--- config.mk ---
export PLATFORM = sky130hd
export DESIGN_NAME = tfw_writer
export DESIGN_NICKNAME = d
export VERILOG_FILES = /design/src/hdl/tfw_pkg.sv /design/src/hdl/tfw_stream_if.sv /design/src/hdl/tfw_fifo.sv /design/src/hdl/tfw_writer.sv
export SDC_FILE = /design/constraint.sdc
export NUM_CORES = 1
export LEC_CHECK = 0
export BUFFER_PORTS_ARGS = -buffer_cell sky130_fd_sc_hd__buf_4
export CORE_AREA = 2 2 179 269
export CTS_CLUSTER_SIZE = 25
export DETAILED_ROUTE_END_ITERATION = 10
export DIE_AREA = 0 0 181 271
export HOLD_SLACK_MARGIN = 0.12
export SLEW_MARGIN = 20
export SYNTH_ARGS = -nofsm -noshare
export SYNTH_HDL_FRONTEND = slang
export SYNTH_HIERARCHICAL = 1
export SYNTH_SLANG_ARGS = --single-unit
--- constraint.sdc ---
create_clock -name clk_i -period 6.9 [get_ports clk_i]
set_input_delay 1.38 -clock clk_i [delete_from_list [all_inputs] [get_ports clk_i]]
set_output_delay 1.38 -clock clk_i [all_outputs]
set_load 0.02 [all_outputs]
--- src/hdl/tfw_pkg.sv ---
// Constants and types shared by the track format writer.
// How it works
// - Each byte request from the formatter is answered by loading exactly one next format byte.
// - Single density opens with 40 FF, 6 00, one FC index mark and 26 FF.
// - Single density writes 26 sector fields of ID, CRC mark, gap, data mark, 128 data, CRC, gap.
// - After the last single density sector FF is supplied until the formatter interrupts.
// - Double density opens with 80 4E, 12 00, 3 F6, one FC index mark and 50 4E.
// - Double density writes 26 sector fields with F5 syncs, track, side, sector, size, 256 data.
// - After the last double density sector 4E is supplied until the formatter interrupts.
// - A custom layout uses one sector length of 128, 256, 512 or 1024 bytes.
// - The opening gap of a custom layout holds at least 16 filler bytes; the closing gap runs until the formatter interrupts.
// - The ID to data gap keeps its exact counts of filler, zero and sync bytes.
// - The gap between sectors has at least 10 FF and 4 00, or 16 4E, 8 00 and 3 syncs.
// - Values F5 through FE never appear in gaps, data or ID fields.
package tfw_pkg;

   // ----------------------------------------------------------------
   // Byte values
   // ----------------------------------------------------------------
   localparam logic [7:0] B_FF       = 8'hFF;
   localparam logic [7:0] B_00       = 8'h00;
   localparam logic [7:0] B_4E       = 8'h4E;
   localparam logic [7:0] B_IDX      = 8'hFC;
   localparam logic [7:0] B_IDAM     = 8'hFE;
   localparam logic [7:0] B_DAM      = 8'hFB;
   localparam logic [7:0] B_CRC      = 8'hF7;
   localparam logic [7:0] B_SYNC     = 8'hF5;
   localparam logic [7:0] B_IPRE     = 8'hF6;
   localparam logic [7:0] B_FILL_DEF = 8'hE5;
   localparam logic [7:0] B_CTL_LO   = 8'hF5;
   localparam logic [7:0] B_CTL_HI   = 8'hFE;

   // ----------------------------------------------------------------
   // Byte counts
   // ----------------------------------------------------------------
   localparam int CNT_W = 11;
   localparam logic [CNT_W-1:0] N_ONE       = 11'h001;
   localparam logic [CNT_W-1:0] N_BASE_LEN  = 11'h080;
   localparam logic [CNT_W-1:0] N_SD_GAP0   = 11'h028;
   localparam logic [CNT_W-1:0] N_SD_Z      = 11'h006;
   localparam logic [CNT_W-1:0] N_SD_GAP1   = 11'h01A;
   localparam logic [CNT_W-1:0] N_SD_GAP2   = 11'h00B;
   localparam logic [CNT_W-1:0] N_SD_GAP3   = 11'h01B;
   localparam logic [CNT_W-1:0] N_SD_MIN1   = 11'h010;
   localparam logic [CNT_W-1:0] N_SD_MIN3   = 11'h00A;
   localparam logic [CNT_W-1:0] N_DD_GAP0   = 11'h050;
   localparam logic [CNT_W-1:0] N_DD_Z      = 11'h00C;
   localparam logic [CNT_W-1:0] N_DD_SYNC   = 11'h003;
   localparam logic [CNT_W-1:0] N_DD_GAP1   = 11'h032;
   localparam logic [CNT_W-1:0] N_DD_GAP2   = 11'h016;
   localparam logic [CNT_W-1:0] N_DD_GAP3   = 11'h036;
   localparam logic [CNT_W-1:0] N_DD_MIN1   = 11'h010;
   localparam logic [CNT_W-1:0] N_DD_MIN3   = 11'h010;
   localparam logic [5:0]       N_SECT_STD  = 6'h1A;
   localparam logic [5:0]       SECT_FIRST  = 6'h01;
   localparam logic [1:0]       SIZE_SD_STD = 2'h0;
   localparam logic [1:0]       SIZE_DD_STD = 2'h1;

   // ----------------------------------------------------------------
   // Segment description
   // ----------------------------------------------------------------
   typedef enum logic [2:0] {
      K_CONST = 3'h0,
      K_TRACK = 3'h1,
      K_SIDE  = 3'h2,
      K_SECT  = 3'h3,
      K_SIZE  = 3'h4,
      K_DATA  = 3'h5
   } tfw_kind_e;

   typedef struct packed {
      tfw_kind_e        kind;
      logic [7:0]       value;
      logic [CNT_W-1:0] count;
      logic             last;
   } tfw_seg_s;

endpackage : tfw_pkg

--- src/hdl/tfw_stream_if.sv ---
// Valid/ready byte stream between the generator, the FIFO and the loader.
`timescale 1ns/10ps
interface tfw_stream_if #(
   parameter int W = 8
);
   logic         valid;
   logic         ready;
   logic [W-1:0] data;

   modport src (output valid, output data, input ready);
   modport snk (input valid, input data, output ready);
endinterface : tfw_stream_if

--- src/hdl/tfw_fifo.sv ---
// Flip-flop FIFO with valid/ready on both sides and a synchronous flush.
`timescale 1ns/10ps
module tfw_fifo #(
   parameter int W     = 8,
   parameter int DEPTH = 16
) (
   input  wire logic clk_i,
   input  wire logic rst_b_i,
   input  wire logic flush_i,
   tfw_stream_if.snk wr,
   tfw_stream_if.src rd
);
   localparam int AW = $clog2(DEPTH);
   localparam logic [AW:0] DEPTH_N = (AW+1)'(DEPTH);

   logic [W-1:0] mem_q [DEPTH];
   logic [AW-1:0] wptr_q;
   logic [AW-1:0] rptr_q;
   logic [AW:0]   cnt_q;
   logic          push;
   logic          pop;

   assign wr.ready = (cnt_q != DEPTH_N);
   assign rd.valid = (cnt_q != '0);
   assign rd.data  = mem_q[rptr_q];
   assign push     = wr.valid & wr.ready;
   assign pop      = rd.valid & rd.ready;

   always_ff @(posedge clk_i)
   begin
      if (push)
      begin
         mem_q[wptr_q] <= wr.data;
      end
   end

   // Wrap by comparison so DEPTH need not be a power of two
   always_ff @(posedge clk_i)
   begin
      if (!rst_b_i || flush_i)
      begin
         wptr_q <= '0;
         rptr_q <= '0;
         cnt_q  <= '0;
      end
      else
      begin
         if (push)
         begin
            wptr_q <= (wptr_q == AW'(DEPTH-1)) ? '0 : wptr_q + 1'b1;
         end
         if (pop)
         begin
            rptr_q <= (rptr_q == AW'(DEPTH-1)) ? '0 : rptr_q + 1'b1;
         end
         if (push && !pop)
         begin
            cnt_q <= cnt_q + 1'b1;
         end
         else if (pop && !push)
         begin
            cnt_q <= cnt_q - 1'b1;
         end
      end
   end
endmodule : tfw_fifo

--- src/hdl/tfw_writer.sv ---
// Host side track format writer: generates the layout and answers byte requests.
`timescale 1ns/10ps
module tfw_writer #(
   parameter int FIFO_DEPTH = 16
) (
   input  wire logic       clk_i,
   input  wire logic       rst_b_i,
   input  wire logic       start_i,
   input  wire logic       dd_i,
   input  wire logic       std_i,
   input  wire logic       omit_index_i,
   input  wire logic [1:0] size_code_i,
   input  wire logic [5:0] sect_count_i,
   input  wire logic [7:0] gap1_i,
   input  wire logic [7:0] gap3_i,
   input  wire logic [7:0] track_i,
   input  wire logic       side_i,
   input  wire logic [7:0] fill_i,
   input  wire logic       byte_request_i,
   input  wire logic       command_done_irq_i,
   output logic [7:0]      data_o,
   output logic            data_load_o,
   output logic            busy_o,
   output logic            done_o,
   output logic            start_err_o
);
   import tfw_pkg::*;

   // ----------------------------------------------------------------
   // Generator state
   // ----------------------------------------------------------------
   typedef enum logic [3:0] {
      S_IDLE = 4'b0001,
      S_PRE  = 4'b0010,
      S_SECT = 4'b0100,
      S_TAIL = 4'b1000
   } tfw_state_e;

   tfw_state_e       state_q;
   logic [3:0]       idx_q;
   logic [CNT_W-1:0] cnt_q;
   logic [5:0]       sect_q;

   logic             dd_q;
   logic             omit_q;
   logic [1:0]       size_q;
   logic [5:0]       nsect_q;
   logic [CNT_W-1:0] gap1_q;
   logic [CNT_W-1:0] gap3_q;
   logic [7:0]       track_q;
   logic             side_q;
   logic [7:0]       fill_q;

   logic             wait_drop_q;
   logic             irq_seen_q;

   tfw_seg_s         cur;
   logic [7:0]       gen_byte;
   logic             gen_push;
   logic             seg_end;
   logic             start_ok;
   logic             abort;
   logic [CNT_W-1:0] gap1_lim;
   logic [CNT_W-1:0] gap3_lim;
   logic [CNT_W-1:0] gap1_in;
   logic [CNT_W-1:0] gap3_in;

   tfw_stream_if #(.W(8)) gen_s ();
   tfw_stream_if #(.W(8)) out_s ();

   function automatic logic is_ctl(input logic [7:0] b);
      is_ctl = (b >= B_CTL_LO) && (b <= B_CTL_HI);
   endfunction : is_ctl

   function automatic tfw_seg_s mk(input tfw_kind_e k, input logic [7:0] v,
                                   input logic [CNT_W-1:0] n, input logic l);
      tfw_seg_s s;
      s.kind  = k;
      s.value = v;
      s.count = n;
      s.last  = l;
      mk      = s;
   endfunction : mk

   // ----------------------------------------------------------------
   // Layout tables
   // ----------------------------------------------------------------
   // Track opening, with an omitted index mark written as one gap byte
   function automatic tfw_seg_s pre_seg(input logic dd, input logic omit,
                                        input logic [3:0] i, input logic [CNT_W-1:0] g1);
      tfw_seg_s s;
      logic [7:0] idx_b;
      idx_b = omit ? (dd ? B_4E : B_FF) : B_IDX;
      s = mk(K_CONST, B_00, N_ONE, 1'b1);
      if (!dd)
      begin
         unique case (i)
            4'h0: s = mk(K_CONST, B_FF, N_SD_GAP0, 1'b0);
            4'h1: s = mk(K_CONST, B_00, N_SD_Z, 1'b0);
            4'h2: s = mk(K_CONST, idx_b, N_ONE, 1'b0);
            default: s = mk(K_CONST, B_FF, g1, 1'b1);
         endcase
      end
      else
      begin
         unique case (i)
            4'h0: s = mk(K_CONST, B_4E, N_DD_GAP0, 1'b0);
            4'h1: s = mk(K_CONST, B_00, N_DD_Z, 1'b0);
            4'h2: s = mk(K_CONST, omit ? B_4E : B_IPRE, N_DD_SYNC, 1'b0);
            4'h3: s = mk(K_CONST, idx_b, N_ONE, 1'b0);
            default: s = mk(K_CONST, B_4E, g1, 1'b1);
         endcase
      end
      pre_seg = s;
   endfunction : pre_seg

   // One sector field; the data length is the base length shifted by the size code
   function automatic tfw_seg_s sect_seg(input logic dd, input logic [3:0] i,
                                         input logic [1:0] sz, input logic [CNT_W-1:0] g3);
      tfw_seg_s s;
      logic [CNT_W-1:0] dlen;
      dlen = N_BASE_LEN << sz;
      s = mk(K_CONST, B_00, N_ONE, 1'b1);
      if (!dd)
      begin
         unique case (i)
            4'h0: s = mk(K_CONST, B_00, N_SD_Z, 1'b0);
            4'h1: s = mk(K_CONST, B_IDAM, N_ONE, 1'b0);
            4'h2: s = mk(K_TRACK, B_00, N_ONE, 1'b0);
            4'h3: s = mk(K_CONST, B_00, N_ONE, 1'b0);
            4'h4: s = mk(K_SECT, B_00, N_ONE, 1'b0);
            4'h5: s = mk(K_SIZE, B_00, N_ONE, 1'b0);
            4'h6: s = mk(K_CONST, B_CRC, N_ONE, 1'b0);
            4'h7: s = mk(K_CONST, B_FF, N_SD_GAP2, 1'b0);
            4'h8: s = mk(K_CONST, B_00, N_SD_Z, 1'b0);
            4'h9: s = mk(K_CONST, B_DAM, N_ONE, 1'b0);
            4'hA: s = mk(K_DATA, B_00, dlen, 1'b0);
            4'hB: s = mk(K_CONST, B_CRC, N_ONE, 1'b0);
            default: s = mk(K_CONST, B_FF, g3, 1'b1);
         endcase
      end
      else
      begin
         unique case (i)
            4'h0: s = mk(K_CONST, B_00, N_DD_Z, 1'b0);
            4'h1: s = mk(K_CONST, B_SYNC, N_DD_SYNC, 1'b0);
            4'h2: s = mk(K_CONST, B_IDAM, N_ONE, 1'b0);
            4'h3: s = mk(K_TRACK, B_00, N_ONE, 1'b0);
            4'h4: s = mk(K_SIDE, B_00, N_ONE, 1'b0);
            4'h5: s = mk(K_SECT, B_00, N_ONE, 1'b0);
            4'h6: s = mk(K_SIZE, B_00, N_ONE, 1'b0);
            4'h7: s = mk(K_CONST, B_CRC, N_ONE, 1'b0);
            4'h8: s = mk(K_CONST, B_4E, N_DD_GAP2, 1'b0);
            4'h9: s = mk(K_CONST, B_00, N_DD_Z, 1'b0);
            4'hA: s = mk(K_CONST, B_SYNC, N_DD_SYNC, 1'b0);
            4'hB: s = mk(K_CONST, B_DAM, N_ONE, 1'b0);
            4'hC: s = mk(K_DATA, B_00, dlen, 1'b0);
            4'hD: s = mk(K_CONST, B_CRC, N_ONE, 1'b0);
            default: s = mk(K_CONST, B_4E, g3, 1'b1);
         endcase
      end
      sect_seg = s;
   endfunction : sect_seg

   // ----------------------------------------------------------------
   // Current segment and byte
   // ----------------------------------------------------------------
   always_comb
   begin
      unique case (state_q)
         S_PRE:   cur = pre_seg(dd_q, omit_q, idx_q, gap1_q);
         S_SECT:  cur = sect_seg(dd_q, idx_q, size_q, gap3_q);
         S_TAIL:  cur = mk(K_CONST, dd_q ? B_4E : B_FF, N_ONE, 1'b0);
         default: cur = mk(K_CONST, B_00, N_ONE, 1'b0);
      endcase
   end

   always_comb
   begin
      unique case (cur.kind)
         K_TRACK: gen_byte = track_q;
         K_SIDE:  gen_byte = {7'h00, side_q};
         K_SECT:  gen_byte = {2'h0, sect_q};
         K_SIZE:  gen_byte = {6'h00, size_q};
         K_DATA:  gen_byte = fill_q;
         default: gen_byte = cur.value;
      endcase
   end

   assign gen_s.valid = (state_q != S_IDLE) && !irq_seen_q;
   assign gen_s.data  = gen_byte;
   assign gen_push    = gen_s.valid && gen_s.ready;
   assign seg_end     = (cnt_q == cur.count - N_ONE);
   assign abort       = command_done_irq_i && (state_q != S_IDLE);

   // Custom gaps are clamped up to the legal minimum
   assign gap1_in  = {3'h0, gap1_i};
   assign gap3_in  = {3'h0, gap3_i};
   assign gap1_lim = dd_i ? N_DD_MIN1 : N_SD_MIN1;
   assign gap3_lim = dd_i ? N_DD_MIN3 : N_SD_MIN3;
   assign start_ok = start_i && (state_q == S_IDLE) && !is_ctl(track_i)
                     && (std_i || (sect_count_i != '0));

   // ----------------------------------------------------------------
   // Layout capture
   // ----------------------------------------------------------------
   always_ff @(posedge clk_i)
   begin
      if (!rst_b_i)
      begin
         dd_q    <= 1'b0;
         omit_q  <= 1'b0;
         size_q  <= SIZE_SD_STD;
         nsect_q <= N_SECT_STD;
         gap1_q  <= N_SD_GAP1;
         gap3_q  <= N_SD_GAP3;
         track_q <= B_00;
         side_q  <= 1'b0;
         fill_q  <= B_FILL_DEF;
      end
      else if (start_ok)
      begin
         dd_q    <= dd_i;
         track_q <= track_i;
         side_q  <= side_i;
         fill_q  <= is_ctl(fill_i) ? B_FILL_DEF : fill_i;
         if (std_i)
         begin
            omit_q  <= 1'b0;
            size_q  <= dd_i ? SIZE_DD_STD : SIZE_SD_STD;
            nsect_q <= N_SECT_STD;
            gap1_q  <= dd_i ? N_DD_GAP1 : N_SD_GAP1;
            gap3_q  <= dd_i ? N_DD_GAP3 : N_SD_GAP3;
         end
         else
         begin
            omit_q  <= omit_index_i;
            size_q  <= size_code_i;
            nsect_q <= sect_count_i;
            gap1_q  <= (gap1_in < gap1_lim) ? gap1_lim : gap1_in;
            gap3_q  <= (gap3_in < gap3_lim) ? gap3_lim : gap3_in;
         end
      end
   end

   // ----------------------------------------------------------------
   // Layout sequencer
   // ----------------------------------------------------------------
   always_ff @(posedge clk_i)
   begin
      if (!rst_b_i)
      begin
         state_q <= S_IDLE;
         idx_q   <= '0;
         cnt_q   <= '0;
         sect_q  <= SECT_FIRST;
      end
      else if (abort)
      begin
         state_q <= S_IDLE;
      end
      else if (start_ok)
      begin
         state_q <= S_PRE;
         idx_q   <= '0;
         cnt_q   <= '0;
         sect_q  <= SECT_FIRST;
      end
      else if (gen_push && state_q != S_TAIL)
      begin
         if (!seg_end)
         begin
            cnt_q <= cnt_q + N_ONE;
         end
         else
         begin
            cnt_q <= '0;
            idx_q <= idx_q + 4'h1;
            if (cur.last)
            begin
               idx_q <= '0;
               if (state_q == S_PRE)
               begin
                  state_q <= S_SECT;
               end
               else if (sect_q == nsect_q)
               begin
                  state_q <= S_TAIL;
               end
               else
               begin
                  sect_q <= sect_q + 6'h01;
               end
            end
         end
      end
   end

   // ----------------------------------------------------------------
   // Request loader
   // ----------------------------------------------------------------
   // One load per request; the next request must show as a fresh rise
   assign out_s.ready = byte_request_i && !wait_drop_q && !data_load_o
                        && busy_o && !command_done_irq_i;

   always_ff @(posedge clk_i)
   begin
      if (!rst_b_i)
      begin
         data_o      <= B_00;
         data_load_o <= 1'b0;
         wait_drop_q <= 1'b0;
      end
      else
      begin
         data_load_o <= out_s.valid && out_s.ready;
         if (out_s.valid && out_s.ready)
         begin
            data_o      <= out_s.data;
            wait_drop_q <= 1'b1;
         end
         else if (!byte_request_i)
         begin
            wait_drop_q <= 1'b0;
         end
      end
   end

   always_ff @(posedge clk_i)
   begin
      if (!rst_b_i)
      begin
         busy_o      <= 1'b0;
         done_o      <= 1'b0;
         start_err_o <= 1'b0;
         irq_seen_q  <= 1'b0;
      end
      else
      begin
         done_o      <= abort;
         start_err_o <= start_i && (state_q == S_IDLE) && !start_ok;
         irq_seen_q  <= abort;
         if (start_ok)
         begin
            busy_o <= 1'b1;
         end
         else if (abort)
         begin
            busy_o <= 1'b0;
         end
      end
   end

   tfw_fifo #(
      .W     (8),
      .DEPTH (FIFO_DEPTH)
   ) u_fifo (
      .clk_i   (clk_i),
      .rst_b_i (rst_b_i),
      .flush_i (abort || start_ok),
      .wr      (gen_s.snk),
      .rd      (out_s.src)
   );
endmodule : tfw_writer

==> results of run 1 <==
[worst max path at each step]
| stage | start | to | cells past startpoint |
|---|---|---|---|
| floorplan | idx_q[0] | sect_q[2] | 16 |
| global placement | idx_q[0] | idx_q[1] | 16 |
| detailed placement | idx_q[0] | idx_q[1] | 16 |
| CTS | idx_q[0] | idx_q[1] | 16 |
| global route | idx_q[0] | idx_q[1] | 16 |
| finish | idx_q[0] | idx_q[1] | 16 |
[cells by family after synthesis]
| kind of cell | count (synthesis) | synth area share |
|---|---|---|
| AO/OA/AOI/OAI | 235 | 0.153 |
| adder cells (fa/ha/maj) | 19 | 0.0220 |
| buffers and inverters | 81 | 0.0314 |
| flip-flops | 226 | 0.521 |
| XOR/XNOR | 29 | 0.0228 |
| multiplexers | 66 | 0.0956 |
| AND/OR/NAND/NOR | 338 | 0.155 |
[worst reg2reg max path: cells and delay by family, from the launching register on]
kind            cells  cell delay, ps
fa+ha+maj           2             980
flops               1             340
mux                 2             660
simple gates        2             650
buf+inv             2             190
compound gates      8            2720
[routing by layer]
layer / vias to the layer above / share of wire / global-route usage
met2: 246 / 0.51 / 0.217
met1: 4033 / 0.41 / 0.138
li1: 3857 / - / -
met3: 75 / 0.039 / 0.0166
met4: 0 / 0.044 / 0.0588
met5: - / 0 / 0
[power by group through the flow]
stage               registers, mW  logic [mW]  clock network [mW]
finish                       1.51       0.540                1.23
global route                 1.51       0.598                1.31
CTS                          1.51       0.539                1.26
detailed placement           1.54       0.536                   0
global placement             1.54       0.531                   0
floorplan                    1.52       0.386                   0
[area by class of cell]
cell class | instances | area, um2 | share of cell area
repair buffers | 79 | 593 | 0.0457
clock buffers | 29 | 618 | 0.0476
clock inverters | 13 | 123 | 0.00945
well taps | 594 | 743 | 0.0573
multi-input cells | 687 | 5030 | 0.387
flip-flops and latches | 226 | 5810 | 0.448
inverters | 17 | 63.8 | 0.00492
[per-stage QoR]
stage | std cells | total power [mW] | setup WS [ps] | cell area [um2] | hold slack (ps)
after floorplan | 994 | 1.91 | 2500 | 11100 | 432
after CTS | 1645 | 3.31 | 1300 | 13000 | 454
after detailed placement | 1603 | 2.07 | 1320 | 12200 | 446
after global routing | 1645 | 3.43 | 878 | 13000 | 480
final | 1645 | 3.27 | 1280 | 13000 | 453
after global placement | 1603 | 2.07 | 1440 | 12200 | 444
[flip-flops by register name, summed over array words and instances (netlist names), 2 cells and up, named ones only]
register / cells
u_fifo/wptr_q: 4
u_fifo/cnt_q: 5
sect_q: 6
size_q: 2
u_fifo/rptr_q: 4
state_q: 4
data_o: 8
idx_q: 4
fill_q: 8
gap1_q: 8
u_fifo/mem_q: 128
cnt_q: 11
track_q: 8
gap3_q: 8
nsect_q: 6
[cells in the final DEF (no fill, tap or decap), types with 5 or more instances in the layout]
cell type  count
a21oi_1       51
a31oi_1       10
a211oi_1      12
a21o_1         5
mux2i_1       31
o21a_1         8
and3_1        10
mux4_2        32
clkbuf_16     23
inv_1         17
nor2b_1       12
xnor2_1       15
a211o_1        6
nand4_1       11
xor2_1        14
a32o_1         5
o211ai_1       9
nor4_1         6
nor3_1        18
dfxtp_1       96
ha_1          18
nand2b_1      11
nor2_1        85
nor3b_1        6
or3_1          6
and2_1         6
a22oi_1       18
nand2_1       98
o22a_1         7
o31a_1         7
edfxtp_1     128
o221ai_1       6
a22o_1        10
buf_4         79
nand3_1       26
o21ai_0       36
==> results.md, run 1 <==
- Final WL: 29.6 mm
- Max Cap Viol: 0
- Worst Tran Pin Value: 1050 ps
- Initial detailed-routing violation count: between 600 and 700
- Share of layout cells above drive strength 1: 0.179
- Clk buf depth: 3
- Delay-heaviest family, CP: compound AO/OA/AOI/OAI gates
- CP Capture Type: flip-flop
- Most frequent cell after synthesis: edfxtp_1
- Area grow syn2layout: 16.5%
- Core Util, Final: 0.278
- Post-cts resize count: 0
- Clock-pin slew on the worst setup and hold paths: 70 ps
- Startpoint Class: flip-flop
- Vias: 8,211
- Max_slew headroom: 0.298
- Setup CP Type: flip-flop to flip-flop
- Pleak: 4.35 nW
- Number of port buffers: 60
- RSZ-0062 raised after global routing: false
- Synth Instances: 994
- Initial core utilization: 0.239
- Setup_tns: 0 ps
- Post-synth EDFFs: 128
- All-Layer GR Usage: 0.120
- Synth area leaders: edfxtp_1, dfxtp_1, mux4_2
- Worst Hold Launch: track_q[3]
- R2R setup slack: 1280 ps
- Worst hold path type: flip-flop to flip-flop
- Worst Skew: 14.0 ps
- Hold EP: track_q[3]
- RR Startpoint: idx_q[0]
- Routed vias/inst: 4.99
- CP Data Arrival Time: 6080 ps
- Num CTS Buffers: 23
- H-tree lvl count: 1
- Slowest cell on crit path: a21oi_1
- First-pass GRT wire length: 46.5 mm
- Post-synthesis cell area: 11,100 um2
- IO Pins: 61
- Setup bufs post-CTS: 0
- Avg WL per Cell: 18.0 um
- Required @ worst endpoint: 7360 ps
- Max-slew violation count: 0
- Final Hold Vio Count: 0
- Clock Latency Late Sink: 530 ps
- Post-route ant nets: 0
- Max FO, Critical Path: 23
- Unique masters post-synth: 86
- #FFs+latches synth: roughly 230
- Mean Syn Cell Area: 11.2 um2
- 1st-pass router iterations: 5
- Main synth FF type: edfxtp_1
- Syn_nets: 1,062
- P_int: 2.35 mW
- Max IR drop VDD: between 0.00015 and 0.0002 V
- Setup violators final: 0
- Antenna Cells: 0
- Dpl hpwl: 21.2 mm
- Die Span Y: 271 um
- Root Buffer: clkbuf_16
- Die width: 181 um
- # nets final: 1,102
- CP peak stage delay: slightly below 800 ps
- RR Endpoint: idx_q[1]
- Yosys Warn Count: 6
- Switching share of power: 0.282
- Vias in the first global route: 8,300
- Hold Path Stages: 2
- Core box area: 46,600 um2
- # DRC: 0
- Top-area cell type share of the netlist area: 0.345
- GR Overflow Total: 0
- Cells along the critical path: inv_1, ha_1, a2bb2oi_2, o22ai_1, a21o_1, a22oi_2, ha_1, inv_1, a311o_1, or4_4, o31a_1, a31oi_1, mux2i_1, nand3_4, a21oi_1, mux2i_1
- Fill cell count: approximately 4,900
- CTS tree: done
- FFs w/ async S/R, synth: 0
- Synth top cells by count: edfxtp_1, dfxtp_1, nand2_1
- CTS Sinks: between 200 and 250
- Logic pwr share: 0.165
- Hold Buf Count CTS: 0
- Fin crit share: 0.814
- Clock power frac: 0.374
- Die area: between 40,000 and 50,000 um2
- Register area share after synthesis: 0.521
- Area leader, netlist: edfxtp_1
- Final GP Congestion: 0.879
- Share of total power in sequential cells: 0.461
- Buf/Inv on CP: 2
- Pwr/cell area: 252 nW/um2
- Path depth of the worst reg2reg path: 16
- Total net switching power: ~0.92 mW
- Largest net degree at the start of global routing: 39
- Initial antenna violation count: 0
- Final min period: 5620 ps
- Status: finished clean
- F_max: 178 MHz
- Core Rows: 97
Power figures use the tool's default switching activity.
==> run 2: changes to the inputs <==
==> constraint.sdc (replaced) <==
create_clock -name clk_i -period 4.8 [get_ports clk_i]
set_input_delay 0.96 -clock clk_i [delete_from_list [all_inputs] [get_ports clk_i]]
set_output_delay 0.96 -clock clk_i [all_outputs]
set_load 0.02 [all_outputs]
==> run 2 against run 1 <==
  * Sequential share of layout area shrank 0.47 points
  * Non-clock buffer count grew 14
  * Total power grew 47%
  * Critical path depth shrank 1
  * Count of clock-buffer cells in the layout shrank 2
  * Die area unchanged
  * Critical path type unchanged
  * Largest cell class unchanged
==> results.md, run 2 (same netlist as run 1, synthesis figures left out) <==
- Final Hold Vio Count: 0
- Pwr/cell area: roughly 370 nW/um2
- Fill cell count: 4,911
- Hold Path Stages: 2
- Routed vias/inst: 4.95
- Largest register FFs: 128
- Vias in the first global route: 8,370
- Logic pwr share: 0.168
- Status: finished clean
- Worst Skew: 12.4 ps
- Share of layout cells above drive strength 1: 0.192
- Core box area: 46,600 um2
- CTS Sinks: 226
- GR Overflow Total: 0
- Antenna Cells: 0
- Core Rows: 97
- Post-route ant nets: 0
- Max FO, Critical Path: 5
- IO Pins: 61
- CP Data Arrival Time: 4980 ps
- Setup bufs post-CTS: 0
- Clk buf depth: 3
- P_int: 3.46 mW
- Pleak: 4.44 nW
- Final min period: 4500 ps
- # nets final: 1,116
- Die Span Y: 271 um
- PnR Total Power: 4.80 mW
- Final GP Congestion: 0.954
- Root Buffer: clkbuf_16
- Max_slew headroom: 0.296
- Path depth of the worst reg2reg path: 15
- Max-slew violation count: 0
- Worst hold path type: flip-flop to flip-flop
- Initial antenna violation count: 0
- 1st-pass router iterations: 4
- Avg WL per Cell: 17.9 um
- R2R setup slack: 300 ps
- Top reg by flops: u_fifo/mem_q
- Die width: 181 um
- Clock power frac: 0.382
- CTS tree: done
- Initial detailed-routing violation count: approximately 540
- Clock-pin slew on the worst setup and hold paths: ~70 ps
- # DRC: 0
- Max Cap Viol: 0
- RSZ-0062 raised after global routing: false
- Switching share of power: 0.281
- Setup_tns: 0 ps
- Largest regs: u_fifo/mem_q: 128 flops, cnt_q: 11 flops
- Worst Tran Pin Value: 1050 ps
- Number of port buffers: 60
- Area grow syn2layout: 17.7%
- Dpl hpwl: 21.8 mm
- H-tree lvl count: 1
- F_max: 222 MHz
- Commonest non-fill, non-tap cell in the layout: edfxtp_1
- Cells along the critical path: inv_1, ha_1, or2_2, o31a_1, a22oi_2, ha_1, inv_1, a311o_1, or4_4, o31a_1, a31oi_1, mux2i_2, nand4b_1, a2111o_1, nand2_1
- Total net switching power: 1.35 mW
- Vias: between 8,000 and 9,000
- Fin crit share: 0.938
- CP peak stage delay: 490 ps
- Initial core utilization: 0.239
- Setup CP Type: flip-flop to flip-flop
- Setup violators final: 0
- CP Capture Type: flip-flop
- Required @ worst endpoint: 5270 ps
- Hold Buf Count CTS: 0
- Slowest cell on crit path: a2111o_1
- Final WL: between 20 and 30 mm
- All-Layer GR Usage: 0.120
- Die area: 49,100 um2
- Share of total power in sequential cells: 0.451
- Startpoint Class: flip-flop
- Clock Latency Late Sink: between 500 and 600 ps
- Largest net degree at the start of global routing: 38
- Core Util, Final: 0.281
- Most frequent cells in the layout: edfxtp_1, nand2_1, dfxtp_1, buf_4, nor2_1
- Num CTS Buffers: 23
- Max IR drop VDD: approximately 0.00025 V
- First-pass GRT wire length: approximately 47 mm
## run 2: timing repair
action	4_1_cts	5_1_grt
hold endpoints to repair	0	0
resized for setup	0	1
setup endpoints to repair	0	1
## run 2: area by class of cell
| cell class | count | area, um2 | share of cell area |
|---|---|---|---|
| timing repair buffer | 93 | 698 | 0.0532 |
| clock inverter | 15 | 161 | 0.0123 |
| tap | 594 | 743 | 0.0567 |
| multi-input combinational | 687 | 5030 | 0.383 |
| inverter | 17 | 63.8 | 0.00487 |
| clock buffer | 27 | 611 | 0.0466 |
| sequential | 226 | 5810 | 0.443 |
## run 2: power by group through the flow
stage / Clock [mW] / Sequential (mW) / Combinational (mW)
3_5_place_dp: 0 / 2.21 / 0.796
4_1_cts: 1.88 / 2.16 / 0.800
2_1_floorplan: 0 / 2.19 / 0.555
3_3_place_gp: 0 / 2.20 / 0.786
5_1_grt: 1.95 / 2.17 / 0.886
6_report: 1.83 / 2.16 / 0.806
## run 2: per-layer routing
layer	global-route usage	wire length (um)
met2	0.221	15300
met1	0.137	12000
met3	0.0149	1180
met5	0	0
met4	0.0571	1230
## run 2: path summary, 6_finish.rpt
kind                                   to  startpoint
worst min-delay path               side_q      side_q
worst min register to register     side_q      side_q
worst max register to register  sect_q[3]    idx_q[0]
worst max-delay path            sect_q[3]    idx_q[0]
## run 2: worst max-delay path: cells and delay by family (launching register included)
family          cells  cell delay (ps)
mux                 1              350
compound gates      6             1870
buf+inv             2              170
flops               1              380
simple gates        4             1200
fa+ha+maj           2              500
## run 2: through the flow
step | setup slack (ps) | hold slack [ps] | instances | instance area (um2)
after floorplan | 402 | 432 | 994 | 11100
after global routing | 38.6 | 467 | 1659 | 13100
after global placement | 296 | 443 | 1617 | 12300
after detailed placement | 253 | 448 | 1617 | 12300
after CTS | 226 | 457 | 1659 | 13100
final | 296 | 459 | 1659 | 13100
